--- config.mk ---
export PLATFORM = sky130hd
export DESIGN_NAME = timer8_waveform_control
export DESIGN_NICKNAME = d
export VERILOG_FILES = /design/src/verilog/timer8_pkg.sv /design/src/verilog/timer8_waveform_control.sv
export SDC_FILE = /design/constraint.sdc
export NUM_CORES = 1
export LEC_CHECK = 0
export BUFFER_PORTS_ARGS = -buffer_cell sky130_fd_sc_hd__clkbuf_2
export CORE_MARGIN = 4
export CORE_UTILIZATION = 45
export DETAILED_ROUTE_END_ITERATION = 16
export HOLD_SLACK_MARGIN = 0.03
export PLACE_DENSITY = 0.72
export SYNTH_ARGS = -nofsm -noshare
export SYNTH_HDL_FRONTEND = slang
export SYNTH_SLANG_ARGS = --single-unit
export TNS_END_PERCENT = 10
--- constraint.sdc ---
create_clock -name pclk -period 2.5 [get_ports pclk]
set_clock_uncertainty 0.2 [all_clocks]
set_input_delay 0.625 -clock pclk [delete_from_list [all_inputs] [get_ports pclk]]
set_output_delay 0.625 -clock pclk [all_outputs]
set_load 0.03 [all_outputs]
--- src/verilog/timer8_pkg.sv ---
// Purpose: Shared constants and types of the 8-bit timer waveform block.
// Assumes: APB with 32-bit data, one aligned word per register.
// Notes:   Offsets are chosen for this block.
package timer8_pkg;

  // ==========================================================================
  // Register map
  localparam logic [7:0] ADDR_WAVE_OUT    = 8'h00;
  localparam logic [7:0] ADDR_CLK_FORCE   = 8'h04;
  localparam logic [7:0] ADDR_COUNT       = 8'h08;
  localparam logic [7:0] ADDR_CMP_A       = 8'h0C;
  localparam logic [7:0] ADDR_CMP_B       = 8'h10;
  localparam logic [7:0] ADDR_FLAGS       = 8'h14;
  localparam logic [7:0] ADDR_PIN_CTRL    = 8'h18;

  // ==========================================================================
  // Field positions
  localparam int A_MODE_LSB   = 6;
  localparam int B_MODE_LSB   = 4;
  localparam int WAVE_LO_LSB  = 0;
  localparam int FORCE_A_BIT  = 7;
  localparam int FORCE_B_BIT  = 6;
  localparam int WAVE2_BIT    = 3;
  localparam int CLK_SEL_LSB  = 0;
  localparam int OVF_BIT      = 0;
  localparam int DIR_A_BIT    = 0;
  localparam int DIR_B_BIT    = 1;
  localparam int FLAG_A_BIT   = 1;
  localparam int FLAG_B_BIT   = 2;

  // ==========================================================================
  // Reset values and constants
  localparam logic [7:0] CTRL_RESET  = 8'h00;
  localparam logic [7:0] COUNT_MAX   = 8'hFF;
  localparam logic [7:0] COUNT_BOT   = 8'h00;
  localparam logic [7:0] WAVE_OUT_RD = 8'hF3;
  localparam logic [7:0] CLK_FRC_RD  = 8'h0F;
  localparam int PRESC_W = 10;

  // ==========================================================================
  // Types
  typedef enum logic [2:0]
  {
    WM_NORMAL   = 3'd0,
    WM_PC_FF    = 3'd1,
    WM_CTC      = 3'd2,
    WM_FAST_FF  = 3'd3,
    WM_RSV4     = 3'd4,
    WM_PC_A     = 3'd5,
    WM_RSV6     = 3'd6,
    WM_FAST_A   = 3'd7
  } wave_mode_t;

  typedef enum logic [2:0]
  {
    CS_STOP = 3'd0,
    CS_DIV1 = 3'd1,
    CS_DIV8 = 3'd2,
    CS_DIV64 = 3'd3,
    CS_DIV256 = 3'd4,
    CS_DIV1024 = 3'd5,
    CS_EXT_FALL = 3'd6,
    CS_EXT_RISE = 3'd7
  } clk_sel_t;

  typedef struct packed
  {
    logic       pin;
    logic       oe;
  } cmp_pin_t;

endpackage

--- src/verilog/timer8_waveform_control.sv ---
// Purpose: 8-bit timer with two compare channels, modes and clock select.
// Assumes: APB slave on pclk; ext_count_pin is asynchronous.
// Notes:   Prescaler is local and free running.
//
// What this block does
// - Phase-correct A: 10 clear up, set down.
// - PWM A mode 01 toggles only if bit2.
// - Compare equal TOP: act at TOP instead.
// - Nonzero B mode overrides port function.
// - B driver needs direction bit set.
// - Non-PWM B: off, toggle, clear, set.
// - Fast PWM B: 10 clear/set TOP, 11 opposite.
// - Phase-correct B: 10 clear up, set down.
// - Mode bits select sequence, TOP, waveform.
// - Modes 0-3 TOP, buffering and overflow point.
// - Mode 5 dual slope, 7 fast, 4/6 reserved.
// - Force strobe acts only in non-PWM modes.
// - Force sets no flag, no clear; reads zero.
// - Clock select stop, direct, prescaler taps.
// - Select 110 falling, 111 rising ext edge.
// - External pin counts even as output.
// - Reserved control bits read as zero.
// - Phase-correct counts up then down.
// - Overflow flag cleared by ack or write one.
//
// Register access over APB and the register addresses were decided locally.
`timescale 1ns/100ps
`default_nettype none

module timer8_waveform_control
  import timer8_pkg::*;
(
  // Clock and reset
  input  wire logic                  pclk,
  input  wire logic                  presetn,
  // APB slave
  input  wire logic                  psel,
  input  wire logic                  penable,
  input  wire logic                  pwrite,
  input  wire logic [7:0]            paddr,
  input  wire logic [31:0]           pwdata,
  output logic                       pready,
  output logic [31:0]                prdata,
  output logic                       pslverr,
  // Pins and acknowledge
  input  wire logic                  ext_count_pin,
  input  wire logic                  ovf_ack,
  output timer8_pkg::cmp_pin_t       cmp_a_pin,
  output timer8_pkg::cmp_pin_t       cmp_b_pin,
  output logic                       overflow_flag
);
  import timer8_pkg::*;

  // ==========================================================================
  // Registers
  logic [1:0]  cmp_a_out_mode;
  logic [1:0]  cmp_b_out_mode;
  logic [2:0]  wave_mode;
  logic [2:0]  clk_sel;
  logic [7:0]  count_value;
  logic [7:0]  cmp_a_value;
  logic [7:0]  cmp_b_value;
  logic [7:0]  cmp_a_buf;
  logic [7:0]  cmp_b_buf;
  logic [1:0]  port_dir;
  logic        flag_a;
  logic        flag_b;
  logic        count_down;
  logic        wave_a;
  logic        wave_b;
  logic [PRESC_W-1:0] presc;
  logic [2:0]  ext_sync;
  logic        apb_wr;
  logic        apb_rd;

  assign apb_wr = psel && penable && pwrite;
  assign apb_rd = psel && penable && !pwrite;

  function automatic logic is_pwm(input logic [2:0] m);
    is_pwm = (m == WM_PC_FF) || (m == WM_FAST_FF) || (m == WM_PC_A) ||
             (m == WM_FAST_A);
  endfunction

  function automatic logic is_pc(input logic [2:0] m);
    is_pc = (m == WM_PC_FF) || (m == WM_PC_A);
  endfunction

  // Returns the new pin level for a non-PWM match.
  function automatic logic match_act(input logic [1:0] md, input logic cur);
    case (md)
      2'b01:   match_act = !cur;
      2'b10:   match_act = 1'b0;
      2'b11:   match_act = 1'b1;
      default: match_act = cur;
    endcase
  endfunction

  // ==========================================================================
  // Decode of mode, TOP and count enable
  wave_mode_t  mode;
  logic        pwm;
  logic        pc;
  logic [7:0]  top;
  logic        tick;
  logic        ext_fall;
  logic        ext_rise;

  assign mode = wave_mode_t'(wave_mode);
  assign pwm  = is_pwm(wave_mode);
  assign pc   = is_pc(wave_mode);
  always_comb
  begin
    case (mode)
      WM_CTC, WM_PC_A, WM_FAST_A: top = cmp_a_value;
      default:                    top = COUNT_MAX;
    endcase
  end

  // The pin edge is only seen after two flops, so it lags 2 to 3 clocks.
  assign ext_fall = ext_sync[2] && !ext_sync[1];
  assign ext_rise = !ext_sync[2] && ext_sync[1];

  always_comb
  begin
    case (clk_sel_t'(clk_sel))
      CS_DIV1:     tick = 1'b1;
      CS_DIV8:     tick = (presc[2:0] == 3'h7);
      CS_DIV64:    tick = (presc[5:0] == 6'h3F);
      CS_DIV256:   tick = (presc[7:0] == 8'hFF);
      CS_DIV1024:  tick = (presc == {PRESC_W{1'b1}});
      CS_EXT_FALL: tick = ext_fall;
      CS_EXT_RISE: tick = ext_rise;
      default:     tick = 1'b0;
    endcase
  end

  always_ff @(posedge pclk or negedge presetn)
  begin
    if (!presetn)
      presc <= '0;
    else
      presc <= presc + 1'b1;
  end

  // The pin is sampled regardless of its port direction.
  always_ff @(posedge pclk or negedge presetn)
  begin
    if (!presetn)
      ext_sync <= 3'b000;
    else
      ext_sync <= {ext_sync[1:0], ext_count_pin};
  end

  // ==========================================================================
  // Control registers
  logic force_a;
  logic force_b;
  assign force_a = apb_wr && (paddr == ADDR_CLK_FORCE) &&
                   pwdata[FORCE_A_BIT] && !pwm;
  assign force_b = apb_wr && (paddr == ADDR_CLK_FORCE) &&
                   pwdata[FORCE_B_BIT] && !pwm;

  always_ff @(posedge pclk or negedge presetn)
  begin
    if (!presetn)
    begin
      cmp_a_out_mode <= 2'b00;
      cmp_b_out_mode <= 2'b00;
      wave_mode      <= 3'b000;
      clk_sel        <= 3'b000;
      port_dir       <= 2'b00;
    end
    else if (apb_wr)
    begin
      if (paddr == ADDR_WAVE_OUT)
      begin
        cmp_a_out_mode <= pwdata[A_MODE_LSB +: 2];
        cmp_b_out_mode <= pwdata[B_MODE_LSB +: 2];
        wave_mode[1:0] <= pwdata[WAVE_LO_LSB +: 2];
      end
      if (paddr == ADDR_CLK_FORCE)
      begin
        wave_mode[2] <= pwdata[WAVE2_BIT];
        clk_sel      <= pwdata[CLK_SEL_LSB +: 3];
      end
      if (paddr == ADDR_PIN_CTRL)
        port_dir <= pwdata[1:0];
    end
  end

  // Compare values: written to a buffer, taken at TOP in PWM modes.
  always_ff @(posedge pclk or negedge presetn)
  begin
    if (!presetn)
    begin
      cmp_a_buf <= 8'h00;
      cmp_b_buf <= 8'h00;
    end
    else if (apb_wr && paddr == ADDR_CMP_A)
      cmp_a_buf <= pwdata[7:0];
    else if (apb_wr && paddr == ADDR_CMP_B)
      cmp_b_buf <= pwdata[7:0];
  end

  logic at_top;
  assign at_top = tick && (count_value == top);

  always_ff @(posedge pclk or negedge presetn)
  begin
    if (!presetn)
    begin
      cmp_a_value <= 8'h00;
      cmp_b_value <= 8'h00;
    end
    else if (!pwm || at_top)
    begin
      cmp_a_value <= cmp_a_buf;
      cmp_b_value <= cmp_b_buf;
    end
  end

  // ==========================================================================
  // Counter
  logic match_a;
  logic match_b;
  assign match_a = tick && (count_value == cmp_a_value);
  assign match_b = tick && (count_value == cmp_b_value);

  always_ff @(posedge pclk or negedge presetn)
  begin
    if (!presetn)
    begin
      count_value <= COUNT_BOT;
      count_down  <= 1'b0;
    end
    else if (apb_wr && paddr == ADDR_COUNT)
      count_value <= pwdata[7:0];
    else if (tick)
    begin
      if (pc)
      begin
        if (count_value == top || (count_down && count_value != COUNT_BOT))
        begin
          count_down  <= (count_value != COUNT_BOT);
          count_value <= count_value - 1'b1;
        end
        else
        begin
          count_down  <= 1'b0;
          count_value <= count_value + 1'b1;
        end
      end
      else if (count_value == top)
        count_value <= COUNT_BOT;
      else
        count_value <= count_value + 1'b1;
    end
  end

  // ==========================================================================
  // Flags
  logic ovf_set;
  always_comb
  begin
    case (mode)
      WM_PC_FF, WM_PC_A: ovf_set = tick && count_value == COUNT_BOT &&
                                   count_down;
      WM_FAST_A:         ovf_set = at_top;
      WM_RSV4, WM_RSV6:  ovf_set = 1'b0;
      default:           ovf_set = tick && count_value == COUNT_MAX;
    endcase
  end

  // Set wins over clear so an overflow in the clearing cycle is kept.
  always_ff @(posedge pclk or negedge presetn)
  begin
    if (!presetn)
    begin
      overflow_flag <= 1'b0;
      flag_a        <= 1'b0;
      flag_b        <= 1'b0;
    end
    else
    begin
      if (ovf_set)
        overflow_flag <= 1'b1;
      else if (ovf_ack || (apb_wr && paddr == ADDR_FLAGS &&
                           pwdata[OVF_BIT]))
        overflow_flag <= 1'b0;
      // Force strobes never reach these flags.
      if (match_a)
        flag_a <= 1'b1;
      else if (apb_wr && paddr == ADDR_FLAGS && pwdata[FLAG_A_BIT])
        flag_a <= 1'b0;
      if (match_b)
        flag_b <= 1'b1;
      else if (apb_wr && paddr == ADDR_FLAGS && pwdata[FLAG_B_BIT])
        flag_b <= 1'b0;
    end
  end

  // ==========================================================================
  // Waveform generators
  logic top_a;
  logic top_b;
  // A compare value equal to TOP moves the action to TOP itself.
  assign top_a = (cmp_a_value == top) && cmp_a_out_mode[1];
  assign top_b = (cmp_b_value == top) && cmp_b_out_mode[1];

  always_ff @(posedge pclk or negedge presetn)
  begin
    if (!presetn)
      wave_a <= 1'b0;
    else if (!pwm)
    begin
      if (match_a || force_a)
        wave_a <= match_act(cmp_a_out_mode, wave_a);
    end
    else if (cmp_a_out_mode == 2'b01)
    begin
      if (match_a && wave_mode[2])
        wave_a <= !wave_a;
    end
    else if (pc)
    begin
      if (top_a ? at_top : match_a)
        wave_a <= cmp_a_out_mode[0] ^ count_down ^ top_a;
    end
    else if (at_top && top_a)
      wave_a <= cmp_a_out_mode[0];
    else if (at_top)
      wave_a <= !cmp_a_out_mode[0];
    else if (match_a)
      wave_a <= cmp_a_out_mode[0];
  end

  always_ff @(posedge pclk or negedge presetn)
  begin
    if (!presetn)
      wave_b <= 1'b0;
    else if (!pwm)
    begin
      if (match_b || force_b)
        wave_b <= match_act(cmp_b_out_mode, wave_b);
    end
    else if (!cmp_b_out_mode[1])
      wave_b <= wave_b;
    else if (pc)
    begin
      if (top_b ? at_top : match_b)
        wave_b <= cmp_b_out_mode[0] ^ count_down ^ top_b;
    end
    else if (at_top && top_b)
      wave_b <= cmp_b_out_mode[0];
    else if (at_top)
      wave_b <= !cmp_b_out_mode[0];
    else if (match_b)
      wave_b <= cmp_b_out_mode[0];
  end

  // ==========================================================================
  // Pin outputs
  logic a_conn;
  assign a_conn = (cmp_a_out_mode != 2'b00) &&
                  !(pwm && cmp_a_out_mode == 2'b01 && !wave_mode[2]);

  always_ff @(posedge pclk or negedge presetn)
  begin
    if (!presetn)
    begin
      cmp_a_pin <= '0;
      cmp_b_pin <= '0;
    end
    else
    begin
      cmp_a_pin.pin <= wave_a;
      cmp_a_pin.oe  <= a_conn && port_dir[DIR_A_BIT];
      cmp_b_pin.pin <= wave_b;
      cmp_b_pin.oe  <= (cmp_b_out_mode != 2'b00) &&
                       port_dir[DIR_B_BIT];
    end
  end

  // ==========================================================================
  // APB read path: one wait-free access phase.
  always_ff @(posedge pclk or negedge presetn)
  begin
    if (!presetn)
    begin
      prdata  <= 32'h0000_0000;
      pready  <= 1'b0;
      pslverr <= 1'b0;
    end
    else
    begin
      pready  <= psel && !penable;
      pslverr <= psel && !penable && paddr != ADDR_WAVE_OUT &&
                 paddr != ADDR_CLK_FORCE && paddr != ADDR_COUNT &&
                 paddr != ADDR_CMP_A && paddr != ADDR_CMP_B &&
                 paddr != ADDR_FLAGS && paddr != ADDR_PIN_CTRL;
      prdata  <= 32'h0000_0000;
      if (psel && !penable && !pwrite)
        case (paddr)
          ADDR_WAVE_OUT:  prdata[7:0] <= WAVE_OUT_RD &
            {cmp_a_out_mode, cmp_b_out_mode, 2'b00, wave_mode[1:0]};
          ADDR_CLK_FORCE: prdata[7:0] <= CLK_FRC_RD &
            {4'h0, wave_mode[2], clk_sel};
          ADDR_COUNT:     prdata[7:0] <= count_value;
          ADDR_CMP_A:     prdata[7:0] <= cmp_a_buf;
          ADDR_CMP_B:     prdata[7:0] <= cmp_b_buf;
          ADDR_FLAGS:     prdata[7:0] <= {5'h00, flag_b, flag_a, overflow_flag};
          ADDR_PIN_CTRL:  prdata[7:0] <= {6'h00, port_dir};
          default:        prdata[7:0] <= 8'h00;
        endcase
    end
  end

endmodule

`default_nettype wire

# Word-level counts from Yosys, hierarchy flattened

Index checks and enable logic that the tools add are counted.
W data, S select, Z words.

Register bits: 85
Input bits: 47
Output and inout bits: 39
Logic and storage cells: 207

$add $sub $neg: 3
Eq/ne operators: 48
Multiplexer cells: 38
Bitwise logic cells: 6
Reductions and logical operators: 86

Operator list:

| cell                    | count |
|---|---|
| $mux W8                 | 7 |
| $pmux W8 S7             | 1 |
| $logic_and A1 B1 Y1     | 42 |
| $eq A8 B8 Y1            | 5 |
| $eq A3 B3 Y1 const B    | 9 |
| $mux W1                 | 26 |
| $eq A8 B5 Y1 const B    | 3 |
| $ne A8 B5 Y1 const B    | 3 |
| $eq A8 B4 Y1 const B    | 2 |
| $eq A8 B8 Y1 const B    | 2 |
| $logic_not A8 Y1        | 2 |
| $ne A8 B4 Y1 const B    | 2 |
| $reduce_bool A2 Y1      | 8 |
| $reduce_bool A8 Y1      | 2 |
| $eq A3 B2 Y1 const B    | 4 |
| $logic_not A1 Y1        | 11 |
| $add A10 B1 Y10 const B | 1 |
| $eq A10 B10 Y1 const B  | 1 |
| $reduce_and A5 Y1       | 2 |
| $logic_or A1 B1 Y1      | 9 |
| $pmux W1 S3             | 3 |
| $add A8 B1 Y8 const B   | 1 |
| $eq A2 B2 Y1 const B    | 4 |
| $eq A8 B3 Y1 const B    | 1 |
| 18 further kinds        | 30 |

# Logic depth before layout (Yosys ltp)

Gate-level depths: netlist of run 1.

Depth in word-level cells: 10
Depth in mapped cells: 12
Depth with buffers taken out: 9

# Worst setup path after synthesis of run 1

No wires, ideal clock.

Path kind: input to register
From: input port paddr[0]
To: register cmp_b_buf[0]
Setup time: 125 ps
Arrival: 2600 ps
Required time: 2175 ps
Path slack: -424 ps
Stages on the path: 7
Path buffers: 1
Cell sequence: or4_1 nor2_1 nand2_1 nor3_1 and2_1 buf_2 mux2_2

Cells in the longest elaborated chain, start to end: 4
Elaborated cells between the ends (all ways): 6
Those cells by class: eq/ne (2); bitwise (1); reduce/logical (3)

RTL lines:

| item                                   | RTL line                       | text |
|---|---|---|
| start, declared                        | timer8_waveform_control.sv:40  | `input wire logic [7:0] paddr,` |
| $eq A8 B4 Y1                           | timer8_waveform_control.sv:199 | `else if (apb_wr && paddr == ADDR_CMP_A)` |
| $logic_and A1 B1 Y1                    | timer8_waveform_control.sv:199 |  |
| $not A1 Y1 (no source line)            | --                             |  |
| $reduce_and A2 Y1 (no source line) (*) | --                             |  |
| end signal, assigned                   | timer8_waveform_control.sv:202 | `cmp_b_buf <= pwdata[7:0];` |
| end, declared                          | timer8_waveform_control.sv:64  | `logic [7:0] cmp_b_buf;` |

Mark *: on every way between the ends. The rest lies on a longest branch, timed or not.
A chain may end at the register's enable or synchronous reset.

# Final worst setup path of run 1

From: register wave_mode[0], in the netlist mode[0]
To: register wave_b

Cells in the longest elaborated chain, start to end: 10
Elaborated cells between the ends (all ways): 33
Those cells by class: eq/ne (10); mux (8); bitwise (1); reduce/logical (14)

RTL lines:

| item                                          | RTL line                                                       | text |
|---|---|---|
| start, declared                               | timer8_waveform_control.sv:58                                  | `logic [2:0] wave_mode;` |
| start signal, assigned                        | timer8_waveform_control.sv:179                                 | `wave_mode[1:0] <= pwdata[WAVE_LO_LSB +: 2];` |
| $eq A3 B3 Y1 (tied with other cells)          | timer8_waveform_control.sv:81, timer8_waveform_control.sv:113  |  |
| $reduce_or A3 Y1                              | timer8_waveform_control.sv:113                                 | `case (mode)` |
| $mux W8                                       | timer8_waveform_control.sv:113                                 |  |
| $eq A8 B8 Y1, on equally long branches        | timer8_waveform_control.sv:206, timer8_waveform_control.sv:308 |  |
| $logic_and A1 B1 Y1, on equally long branches | timer8_waveform_control.sv:206, timer8_waveform_control.sv:308 |  |
| $mux W1 (tied with other cells)               | timer8_waveform_control.sv:355                                 | `else if (at_top)` |
| $mux W1, on equally long branches             | timer8_waveform_control.sv:353, timer8_waveform_control.sv:350 |  |
| $mux W1                                       | timer8_waveform_control.sv:348                                 | `else if (pc)` |
| $mux W1                                       | timer8_waveform_control.sv:346                                 | `else if (!cmp_b_out_mode[1])` |
| $mux W1                                       | timer8_waveform_control.sv:341                                 | `else if (!pwm)` |
| end signal, assigned                          | timer8_waveform_control.sv:344                                 | `wave_b <= match_act(cmp_b_out_mode, wave_b);` |
| end signal, assigned                          | timer8_waveform_control.sv:347                                 | `wave_b <= wave_b;` |
| end signal, assigned                          | timer8_waveform_control.sv:354                                 | `wave_b <= cmp_b_out_mode[0];` |
| end, declared                                 | timer8_waveform_control.sv:70                                  | `logic wave_b;` |

Parallel ways exist; a longest one is shown, timed or not. The select of a mux whose other input is x is not followed.

==> flow_summary.json, run 1 <==
{
  "status": "finished, violations left",
  "violations": "negative setup slack",
  "grt_pass1_wl_mm": 24.01,
  "crit_fanout": 3,
  "place_ws_ns": -0.3961,
  "cp-start-kind": "flop",
  "report.final.hold_viol_count": 0,
  "dp_hpwl_mm": 11.25,
  "path_clk_slew_ns": 0.06,
  "synthArstFlopShare_pct": 100.0,
  "avgSynthCellArea_um2": 9.865,
  "final_cell_mix": "104 x buf_4, 85 x dfrtp_1, 51 x nand2_1",
  "die_h_um": 115.7,
  "crit_path_max_incr_delay_ns": 0.42,
  "synth.yosys.seq_area_share_pct": 40.76,
  "place.port_buffers": 37,
  "fin_hold_ws_ns": 0.01984,
  "antenna_left": 0,
  "yosys.area.top_type": "dfrtp_1",
  "critPathCapture": "wave_b$_DFFE_PN0P_",
  "numClockSinks": 85,
  "worstReg2RegStart": "mode[0]$_DFFE_PN0P_",
  "cp_num_buf_inv": 2,
  "dp.cells": 777,
  "fp.dieW_um": 115.7,
  "io_pins": 86,
  "power_mw": 3.183,
  "min_period_ns": 2.787,
  "dr.pass1.iters": 5,
  "p_leak_nw": 3.293,
  "final_common_cell": "buf_4",
  "synth_top_area_share_pct": 40.76,
  "route.detailed.drc": 0,
  "core_mm2": 0.01137,
  "place_congestion": 0.9526,
  "synth_top_flop_cell": "dfrtp_1",
  "diodes": 0,
  "final_area_mm2": 0.006840,
  "reg2reg_slack_ns": -0.29,
  "grt_pass1_vias": 4599,
  "drt_iter0_drc": 369,
  "finalSetupTns_ns": -5.454,
  "crit_start": "mode[0]$_DFFE_PN0P_",
  "initial_utilization_pct": 45.90,
  "dpl-instance-area_mm2": 0.006180,
  "cts_tree": "built",
  "htreeDepth": 3,
  "r2r_end": "wave_b$_DFFE_PN0P_",
  "cp_cell_sequence": "buf_6 -> nor3b_4 -> buf_4 -> o211ai_1 -> a311o_1 -> and4bb_4 -> xnor2_1 -> a2bb2oi_2 -> a31o_1 -> a211o_1",
  "drive_gt1_share_pct": 37.87,
  "synth.distinct_cells": 79,
  "insertion_delay_ns": 0.35,
  "instances_no_fill": 811,
  "cts_buffers": 9,
  "die_area_mm2": 0.01338,
  "fin_crit_sh_pct": 111.5,
  "ir_drop_v": 0.0004204,
  "fin_ws_ns": -0.2873,
  "vias": 4744,
  "endpoint_kind": "flop",
  "wl_per_cell_um": 19.33,
  "critical-path-top-delay-family": "compound AO/OA/AOI/OAI gates",
  "clk_path_buf_depth": 2,
  "rsz0062_at_grt": "yes",
  "synth_edf_count": 0,
  "max_freq_ghz": 0.3588,
  "critical_path_class": "reg -> reg",
  "cp.depth": 10,
  "netlist_top_cells_area": "dfrtp_1 41%, mux2_2 6.9%, buf_4 3.9%",
  "final_util_pct": 60.16,
  "rr_worst_depth": 10,
  "ys_warn_count": 0,
  "pwr_density_cell_mw_per_mm2": 465.4,
  "via_per_inst": 5.850,
  "arrival_ns": 2.82,
  "critPathRequiredTime_ns": 2.54,
  "setup_viol": 25,
  "drv_slew": 0,
  "hold_path_class": "in -> async",
  "grt_max_degree": 53,
  "track_usage_pct": 23.35,
  "drt_wl_total_mm": 15.67,
  "synthesis.area_mm2": 0.005219,
  "overflow": 0,
  "syn2layout_area_growth_pct": 31.07,
  "antenna_found_initial": 0,
  "critPathSlowestCell": "dfrtp_1",
  "rows": 39,
  "root_buffer": "clkbuf_16",
  "synthCells": 529,
  "synth.ff_latch_count": 85,
  "cap_violations": 0,
  "layout.nets": 714,
  "ctsHoldBuffers": 0
}
area by class of cell:
type | instances | area, um^2
fillers | 923 | 4529
multi-input cells | 402 | 3024
flip-flops and latches | 85 | 2127
repair buffers | 156 | 1185
clock buffers | 10 | 239.0
well taps | 143 | 178.9
clock inverters | 6 | 52.55
inverters | 9 | 33.78
worst min path at each step:
stage | from | endpoint | slack (ns)
finish | presetn | cmp_a_pin[1]$_DFF_PN0_ | 0.02
CTS | presetn | cmp_a_pin[1]$_DFF_PN0_ | 0.04
detailed placement | ext_sync[0]$_DFF_PN0_ | ext_sync[1]$_DFF_PN0_ | 0.15
floorplan | presetn | clk_sel[0]$_DFFE_PN0P_ | 0.13
global placement | ext_sync[0]$_DFF_PN0_ | ext_sync[1]$_DFF_PN0_ | 0.13
global route | presetn | cmp_a_pin[1]$_DFF_PN0_ | 0.06
cell usage after synthesis, types with 3 or more instances:
library cell,number
a221o_1,3
buf_4,27
nand4_1,7
xnor2_1,13
a31oi_1,4
a32o_1,4
buf_2,3
dfrtp_1,85
clkbuf_1,22
o31ai_1,3
nor4_1,3
and2_1,5
mux2_2,32
a21boi_0,3
nor4b_1,3
a31o_1,3
ha_1,4
nand3b_1,6
nand3_1,23
inv_1,9
mux2i_1,7
and4_1,4
and3_1,6
a22oi_1,9
nand2b_1,7
a211oi_1,3
a21oi_1,15
nor3_1,7
a22o_1,4
o21ai_0,18
nand2_1,54
mux2_1,8
a21o_1,5
xor2_1,12
nor2_1,38
nor2b_1,7
o211ai_1,7
a211o_1,3
where the power goes:
group          switching (mW)  total (mW)  internal (mW)
Combinational           0.266       0.427          0.161
Clock                   0.597        1.31          0.716
Sequential             0.0418        1.44           1.40
repair_timing:
action,in CTS,in global routing
endpoints found under the setup margin,25,27
buffers inserted,5,15
hold endpoints to repair,0,0
gates resized for setup,8,51
pin swaps,13,23
cell families (layout without fill, tap and decap cells):
family / count (synthesis) / count (layout) / synth area share (%)
mux: 50 / 50 / 11.12
flops: 85 / 85 / 40.76
fa+ha+maj: 4 / 4 / 0.9590
simple gates: 190 / 190 / 19.54
compound gates: 109 / 109 / 16.35
other cells: 1 / 24 / 0.07186
xor+xnor: 25 / 25 / 4.196
buf+inv: 65 / 181 / 7.000
routing by layer:
layer	GRT usage (%)	vias up	part of all wire [%]
met1	31.84	2359	44
li1	-	2148	-
met5	0	-	0
met2	36.77	201	47
met4	10.52	0	3.2
met3	3.864	36	6.2
state kept, by name (all words and copies together) (netlist names), 2 cells and up:
| name | count |
|---|---|
| cmp_b_buf | 8 |
| cmp_b_out_mode | 2 |
| cmp_a_out_mode | 2 |
| prdata | 8 |
| port_dir | 2 |
| ext_sync | 3 |
| clk_sel | 3 |
| cmp_a_value | 8 |
| cmp_b_pin | 2 |
| mode | 3 |
| cmp_a_pin | 2 |
| cmp_b_value | 8 |
| presc | 10 |
| cmp_a_buf | 8 |
| count_value | 8 |
(Power assumes the default switching activity.)
==> run 2: changes to the inputs <==
--- a/config.mk
+++ b/config.mk
@@ -5,6 +5,7 @@
 export SDC_FILE = /design/constraint.sdc
 export NUM_CORES = 1
 export LEC_CHECK = 0
+export ABC_AREA = 1
 export BUFFER_PORTS_ARGS = -buffer_cell sky130_fd_sc_hd__clkbuf_2
 export CORE_MARGIN = 4
 export CORE_UTILIZATION = 45
==> run 2 against run 1 <==
Clock-buffer cell count unchanged. Register-to-register slack improved by 0.37 ns. The flow now finishes without violations. Fmax grew 15%. First-iteration DRC count decreased by 2.4%. Non-clock buffer count down 74. Flip-flop and latch count unchanged. Die area decreased by 3.1%. Largest power group unchanged. Utilization shrank 6.7 points. Hold slack better by 0.14 ns. Routed wire length is 11% lower. Cell count is 6.4% higher. Setup slack better by 0.37 ns.
==> flow_summary.json, run 2 <==
{
  "status": "finished, final reports clean",
  "cp_cell_sequence": "nand2_2 -> nand2_4 -> nand3_1 -> nand2_1 -> nor2_2 -> nand2_2 -> nor2_8 -> nor2_2 -> nor2_1 -> nand2_1 -> nand3_1 -> o221ai_1",
  "synth.most_common_cell": "nand2_1",
  "synth.ff_latch_count": 85,
  "synth_top_area_share_pct": 42.16,
  "pwr_density_cell_mw_per_mm2": 591.5,
  "drt_iter0_drc": 360,
  "critPathRequiredTime_ns": 2.52,
  "crit_fanout": 11,
  "initial_utilization_pct": 46.33,
  "final_cell_mix": "149 x nand2_1, 84 x dfrtp_1, 68 x inv_1",
  "p_leak_nw": 2.782,
  "ys_warn_count": 0,
  "drv_slew": 0,
  "cap_violations": 0,
  "synth_edf_count": 0,
  "cts_tree": "built",
  "synthArstFlopShare_pct": 100.0,
  "synthCells": 639,
  "hold_path_class": "in -> reg",
  "fin_ws_ns": 0.08017,
  "synth_top_flop_cell": "dfrtp_1",
  "htreeDepth": 3,
  "setup_viol": 0,
  "syn2layout_area_growth_pct": 15.28,
  "numClockSinks": 85,
  "largest_reg_flops": 10,
  "final_common_cell": "nand2_1",
  "dp_hpwl_mm": 10.45,
  "synth.yosys.seq_area_share_pct": 42.16,
  "endpoint_kind": "flop",
  "route.detailed.drc": 0,
  "synthesis.area_mm2": 0.005045,
  "avgSynthCellArea_um2": 7.895,
  "yosys-top-cells-count": "151 x nand2_1, 85 x dfrtp_1, 69 x inv_1",
  "drt_wl_total_mm": 14.00,
  "drive_gt1_share_pct": 19.09,
  "dr.pass1.iters": 6,
  "root_buffer": "clkbuf_8",
  "core_mm2": 0.01089,
  "finalSetupTns_ns": 0,
  "die_h_um": 113.9,
  "insertion_delay_ns": 0.37,
  "place.port_buffers": 37,
  "via_per_inst": 5.404,
  "clk_path_buf_depth": 2,
  "place_congestion": 0.9636,
  "vias": 4664,
  "antenna_found_initial": 0,
  "overflow": 0,
  "diodes": 0,
  "io_pins": 86,
  "grt_pass1_wl_mm": 21.62,
  "netlist_top_cells_area": "dfrtp_1 42%, nand2_1 11%, o21ai_0 5.4%",
  "report.final.hold_viol_count": 0,
  "fin_hold_ws_ns": 0.1601,
  "fin_crit_sh_pct": 96.79,
  "ir_drop_v": 0.0003577,
  "path_clk_slew_ns": 0.09,
  "grt_max_degree": 27,
  "layout.nets": 769,
  "grt_pass1_vias": 4309,
  "cp-start-kind": "flop",
  "die_area_mm2": 0.01297,
  "cts_buffers": 9,
  "place_ws_ns": -0.04619,
  "critical_path_class": "reg -> reg",
  "critPathSlowestCell": "dfrtp_2",
  "wl_per_cell_um": 16.22,
  "max_freq_ghz": 0.4133,
  "fp.dieW_um": 113.9,
  "crit_path_max_incr_delay_ns": 0.47,
  "rows": 38,
  "yosys.area.top_type": "dfrtp_1",
  "reg2reg_slack_ns": 0.08,
  "synth.distinct_cells": 47,
  "regMostFlops": "presc",
  "antenna_left": 0,
  "track_usage_pct": 21.35,
  "arrival_ns": 2.44,
  "min_period_ns": 2.420
}
==> run 2: changes by cell type in the layout (fill, tap and decap cells not counted), sizes merged, moves of 20 or more <==
cell   before  now
mux2       41    2
inv        12   76
o21ai      21   56
nand3      23   43
buf       120   45
nand2      55  167
==> run 2: routing by layer <==
metal / track usage, % / routed length [um]
met1: 27.63 / 5775
met2: 35.65 / 6771
met3: 2.653 / 996
met4: 10.13 / 460
met5: 0 / 0
==> run 2: cell families after synthesis <==
family / after synthesis / share of synthesized area (%)
DFF: 85 / 42.16
other: 1 / 0.07433
xor gates and xnor gates: 35 / 6.076
muxes: 2 / 0.4464
and+or+nand+nor: 284 / 25.74
buffers and inverters: 115 / 11.73
AOI/OAI and AO/OA: 113 / 12.77
adders and majority gates: 4 / 0.9921
==> run 2: area by class of cell <==
type / instances / area, um^2
timing repair buffer: 82 / 553.0
sequential: 85 / 2128
clock buffer: 10 / 137.6
clock inverter: 6 / 45.04
multi-input combinational: 465 / 2482
inverter: 75 / 294.0
fill: 1030 / 5072
tap: 140 / 175.2
==> run 2: worst max-delay path: cells and delay by family (launching register included) <==
family | cells | cell delay, ns
AND/OR/NAND/NOR | 11 | 1.47
flip-flops | 1 | 0.47
AO/OA/AOI/OAI | 1 | 0.13
==> run 2: final timing paths <==
kind | cells past startpoint | end | startpoint
max | 12 | count_value[7]$_DFFE_PN0P_ | mode[0]$_DFFE_PN0P_
min | 1 | ext_sync[0]$_DFF_PN0_ | ext_count_pin
max reg2reg | 12 | count_value[7]$_DFFE_PN0P_ | mode[0]$_DFFE_PN0P_
min reg2reg | 0 | ext_sync[1]$_DFF_PN0_ | ext_sync[0]$_DFF_PN0_
max in group asynchronous | 3 | overflow_flag$_DFFE_PN0P_ | presetn
min in group asynchronous | 2 | cmp_a_out_mode[1]$_DFFE_PN0P_ | presetn
==> run 2: timing repair <==
action                     4_1_cts  5_1_grt
cloned                           0        3
setup buffers                    0        6
hold buffers                     1        0
setup endpoints to repair        2       26
hold endpoints to repair        22        0
pin swaps                        0        5
resized for setup                1       12
==> run 2: power breakdown <==
group | switching (mW) | total [mW] | internal [mW]
registers | 0.106 | 1.55 | 1.44
logic | 0.608 | 0.965 | 0.357
clock network | 0.532 | 0.930 | 0.397
==> run 2: metrics by stage <==
stage          cells  power, mW  utilization (%)  cell area, um^2
6_report         863      3.440            53.41             5816
2_1_floorplan    662      2.189                -             5131
4_1_cts          854      3.409            52.21             5684
3_5_place_dp     837      2.485            50.44             5492
5_1_grt          863      3.618            53.41             5816
3_3_place_gp     837      2.463            50.44             5492
==> run 3: changes to the inputs <==
==> constraint.sdc (replaced) <==
create_clock -name pclk -period 2.1 [get_ports pclk]
set_clock_uncertainty 0.2 [all_clocks]
set_input_delay 0.525 -clock pclk [delete_from_list [all_inputs] [get_ports pclk]]
set_output_delay 0.525 -clock pclk [all_outputs]
set_load 0.03 [all_outputs]
==> run 3 against run 2 <==
The run now ends with negative setup slack left. Final area is 11% higher. Fmax is 1.2% lower. Sequential power is 17% higher. Critical endpoint is now cmp_b_value[2]$_DFFE_PN0P_. Largest cell class unchanged.
==> flow_summary.json, run 3 (same netlist as run 2, synthesis figures left out) <==
{
  "via_per_inst": 5.322,
  "grt.busiest_layer": "met2",
  "final_area_mm2": 0.006445,
  "dp_hpwl_mm": 11.20,
  "fin_ws_ns": -0.3496,
  "syn2layout_area_growth_pct": 27.75,
  "antenna_left": 0,
  "hold_path_class": "in -> reg",
  "antenna_found_initial": 0,
  "drt_iter0_drc": 385,
  "crit_path_frequent_cell": "nand2_2",
  "insertion_delay_ns": 0.39,
  "violations": "negative setup slack",
  "final_cell_mix": "143 x nand2_1, 102 x buf_4, 84 x dfrtp_1",
  "clk_path_buf_depth": 2,
  "min_to": "pslverr$_DFF_PN0_",
  "rr_worst_depth": 12,
  "crit_fanout": 8,
  "reg2reg_slack_ns": -0.35,
  "dpl-instance-area_mm2": 0.005984,
  "die_h_um": 113.9,
  "pwr_density_cell_mw_per_mm2": 698.0,
  "wl_per_cell_um": 16.13,
  "fin_hold_ws_ns": 0.1287,
  "dr.pass1.iters": 5,
  "report.final.hold_viol_count": 0,
  "critPathRequiredTime_ns": 2.17,
  "cp-start-kind": "flop",
  "critical-path-top-delay-family": "simple AND/OR/NAND/NOR gates",
  "grt_pass1_wl_mm": 23.76,
  "numClockSinks": 85,
  "use_met1_pct": 29.06,
  "grt_pass1_vias": 4824,
  "initial_utilization_pct": 46.33,
  "rsz0062_at_grt": "yes",
  "setup_viol": 28,
  "place_congestion": 0.9511,
  "grtUsageMet3_pct": 4.456,
  "htreeDepth": 3,
  "min_from": "penable",
  "drive_gt1_share_pct": 26.97,
  "grt_max_degree": 47,
  "io_pins": 86,
  "critical_path_class": "reg -> reg",
  "ir_drop_v": 0.0005044,
  "final_common_cell": "nand2_1",
  "layout.nets": 832,
  "largest_reg_flops": 10,
  "cap_violations": 0,
  "regMostFlops": "presc",
  "min_period_ns": 2.450,
  "cp_num_buf_inv": 1,
  "final_util_pct": 59.19,
  "diodes": 0,
  "drv_slew": 0,
  "cp_cell_sequence": "inv_8 -> nand3_4 -> nand2_8 -> nand2_4 -> nand2_2 -> nand2_2 -> nor2_2 -> nand2_2 -> nor2_8 -> nand2_4 -> nand2_8 -> mux2_1",
  "core_mm2": 0.01089,
  "arrival_ns": 2.52,
  "drt_wl_total_mm": 14.94,
  "overflow": 0,
  "route.detailed.drc": 0,
  "crit_path_max_incr_delay_ns": 0.49,
  "hold_depth": 2,
  "r2r_end": "cmp_b_value[2]$_DFFE_PN0P_",
  "rows": 38,
  "fin_crit_sh_pct": 116.6,
  "die_area_mm2": 0.01297,
  "path_clk_slew_ns": 0.09,
  "endpoint_kind": "flop",
  "worstReg2RegStart": "mode[0]$_DFFE_PN0P_",
  "root_buffer": "clkbuf_8",
  "fp.dieW_um": 113.9,
  "cts_tree": "built",
  "max_freq_ghz": 0.4082,
  "power_mw": 4.498,
  "track_usage_pct": 23.58,
  "grt_use_met2_pct": 39.69,
  "status": "finished, violations left",
  "p_leak_nw": 3.143,
  "vias": 4928,
  "place.port_buffers": 37,
  "cts_buffers": 9,
  "critPathSlowestCell": "dfrtp_2"
}
==> run 3: cell count changes in the layout (fill, tap and decap cells not counted), sizes merged, moves of 2 or more <==
| cell | before | now |
|---|---|---|
| bufinv | 0 | 2 |
| clkinvlp | 0 | 2 |
| buf | 45 | 108 |
| inv | 76 | 74 |
==> run 3: per-layer routing <==
layer  share of wire (%)  routed length (um)  vias to the layer above
met5                   0                   0                        -
met4                 4.3                 646                        0
met3                 7.8                1160                       48
met2                  49                7350                      212
met1                  39                5777                     2344
li1                    -                   -                     2324
==> run 3: how the worst max path moves through the flow <==
stage                                    from  cells after the start                         end  slack [ns]
after global routing      mode[0]$_DFFE_PN0P_                     16          wave_a$_DFFE_PN0P_       -0.44
after global placement    mode[0]$_DFFE_PN0P_                     13  count_value[7]$_DFFE_PN0P_       -0.33
after CTS                 mode[0]$_DFFE_PN0P_                     17          wave_a$_DFFE_PN0P_       -0.26
after floorplan           mode[0]$_DFFE_PN0P_                     15  cmp_b_value[2]$_DFFE_PN0P_       -0.14
final                     mode[0]$_DFFE_PN0P_                     12  cmp_b_value[2]$_DFFE_PN0P_       -0.35
after detailed placement  mode[0]$_DFFE_PN0P_                     13  count_value[1]$_DFFE_PN0P_       -0.40
==> run 3: final cells by class <==
type                       count  area, um^2
clock inverter                 7       97.59
fill                         915        4443
tap                          140       175.2
sequential                    85        2128
clock buffer                   9       123.9
timing repair buffer         146        1064
multi-input combinational    464        2562
inverter                      75       294.0
==> run 3: stage by stage <==
stage	setup slack, ns	setup TNS, ns	cells
6_report	-0.3496	-6.903	926
5_1_grt	-0.4391	-8.989	926
4_1_cts	-0.2617	-5.131	922
3_5_place_dp	-0.4003	-9.699	901
3_3_place_gp	-0.3266	-7.194	901
2_1_floorplan	-0.1406	-1.357	662
==> run 3: what timing repair did <==
item,4_1_cts,5_1_grt
cloned,2,0
buffers inserted,1,4
hold endpoints to repair,22,0
endpoints found under the setup margin,28,28
pin swaps,7,13
gates resized for setup,15,29
hold buffers,2,0
==> run 3: where the power goes <==
part	leakage (nW)	switching [mW]	internal (mW)
clock network	0.106	0.654	0.673
logic	1.90	0.784	0.576
registers	1.13	0.0956	1.71
total	3.14	1.53	2.96
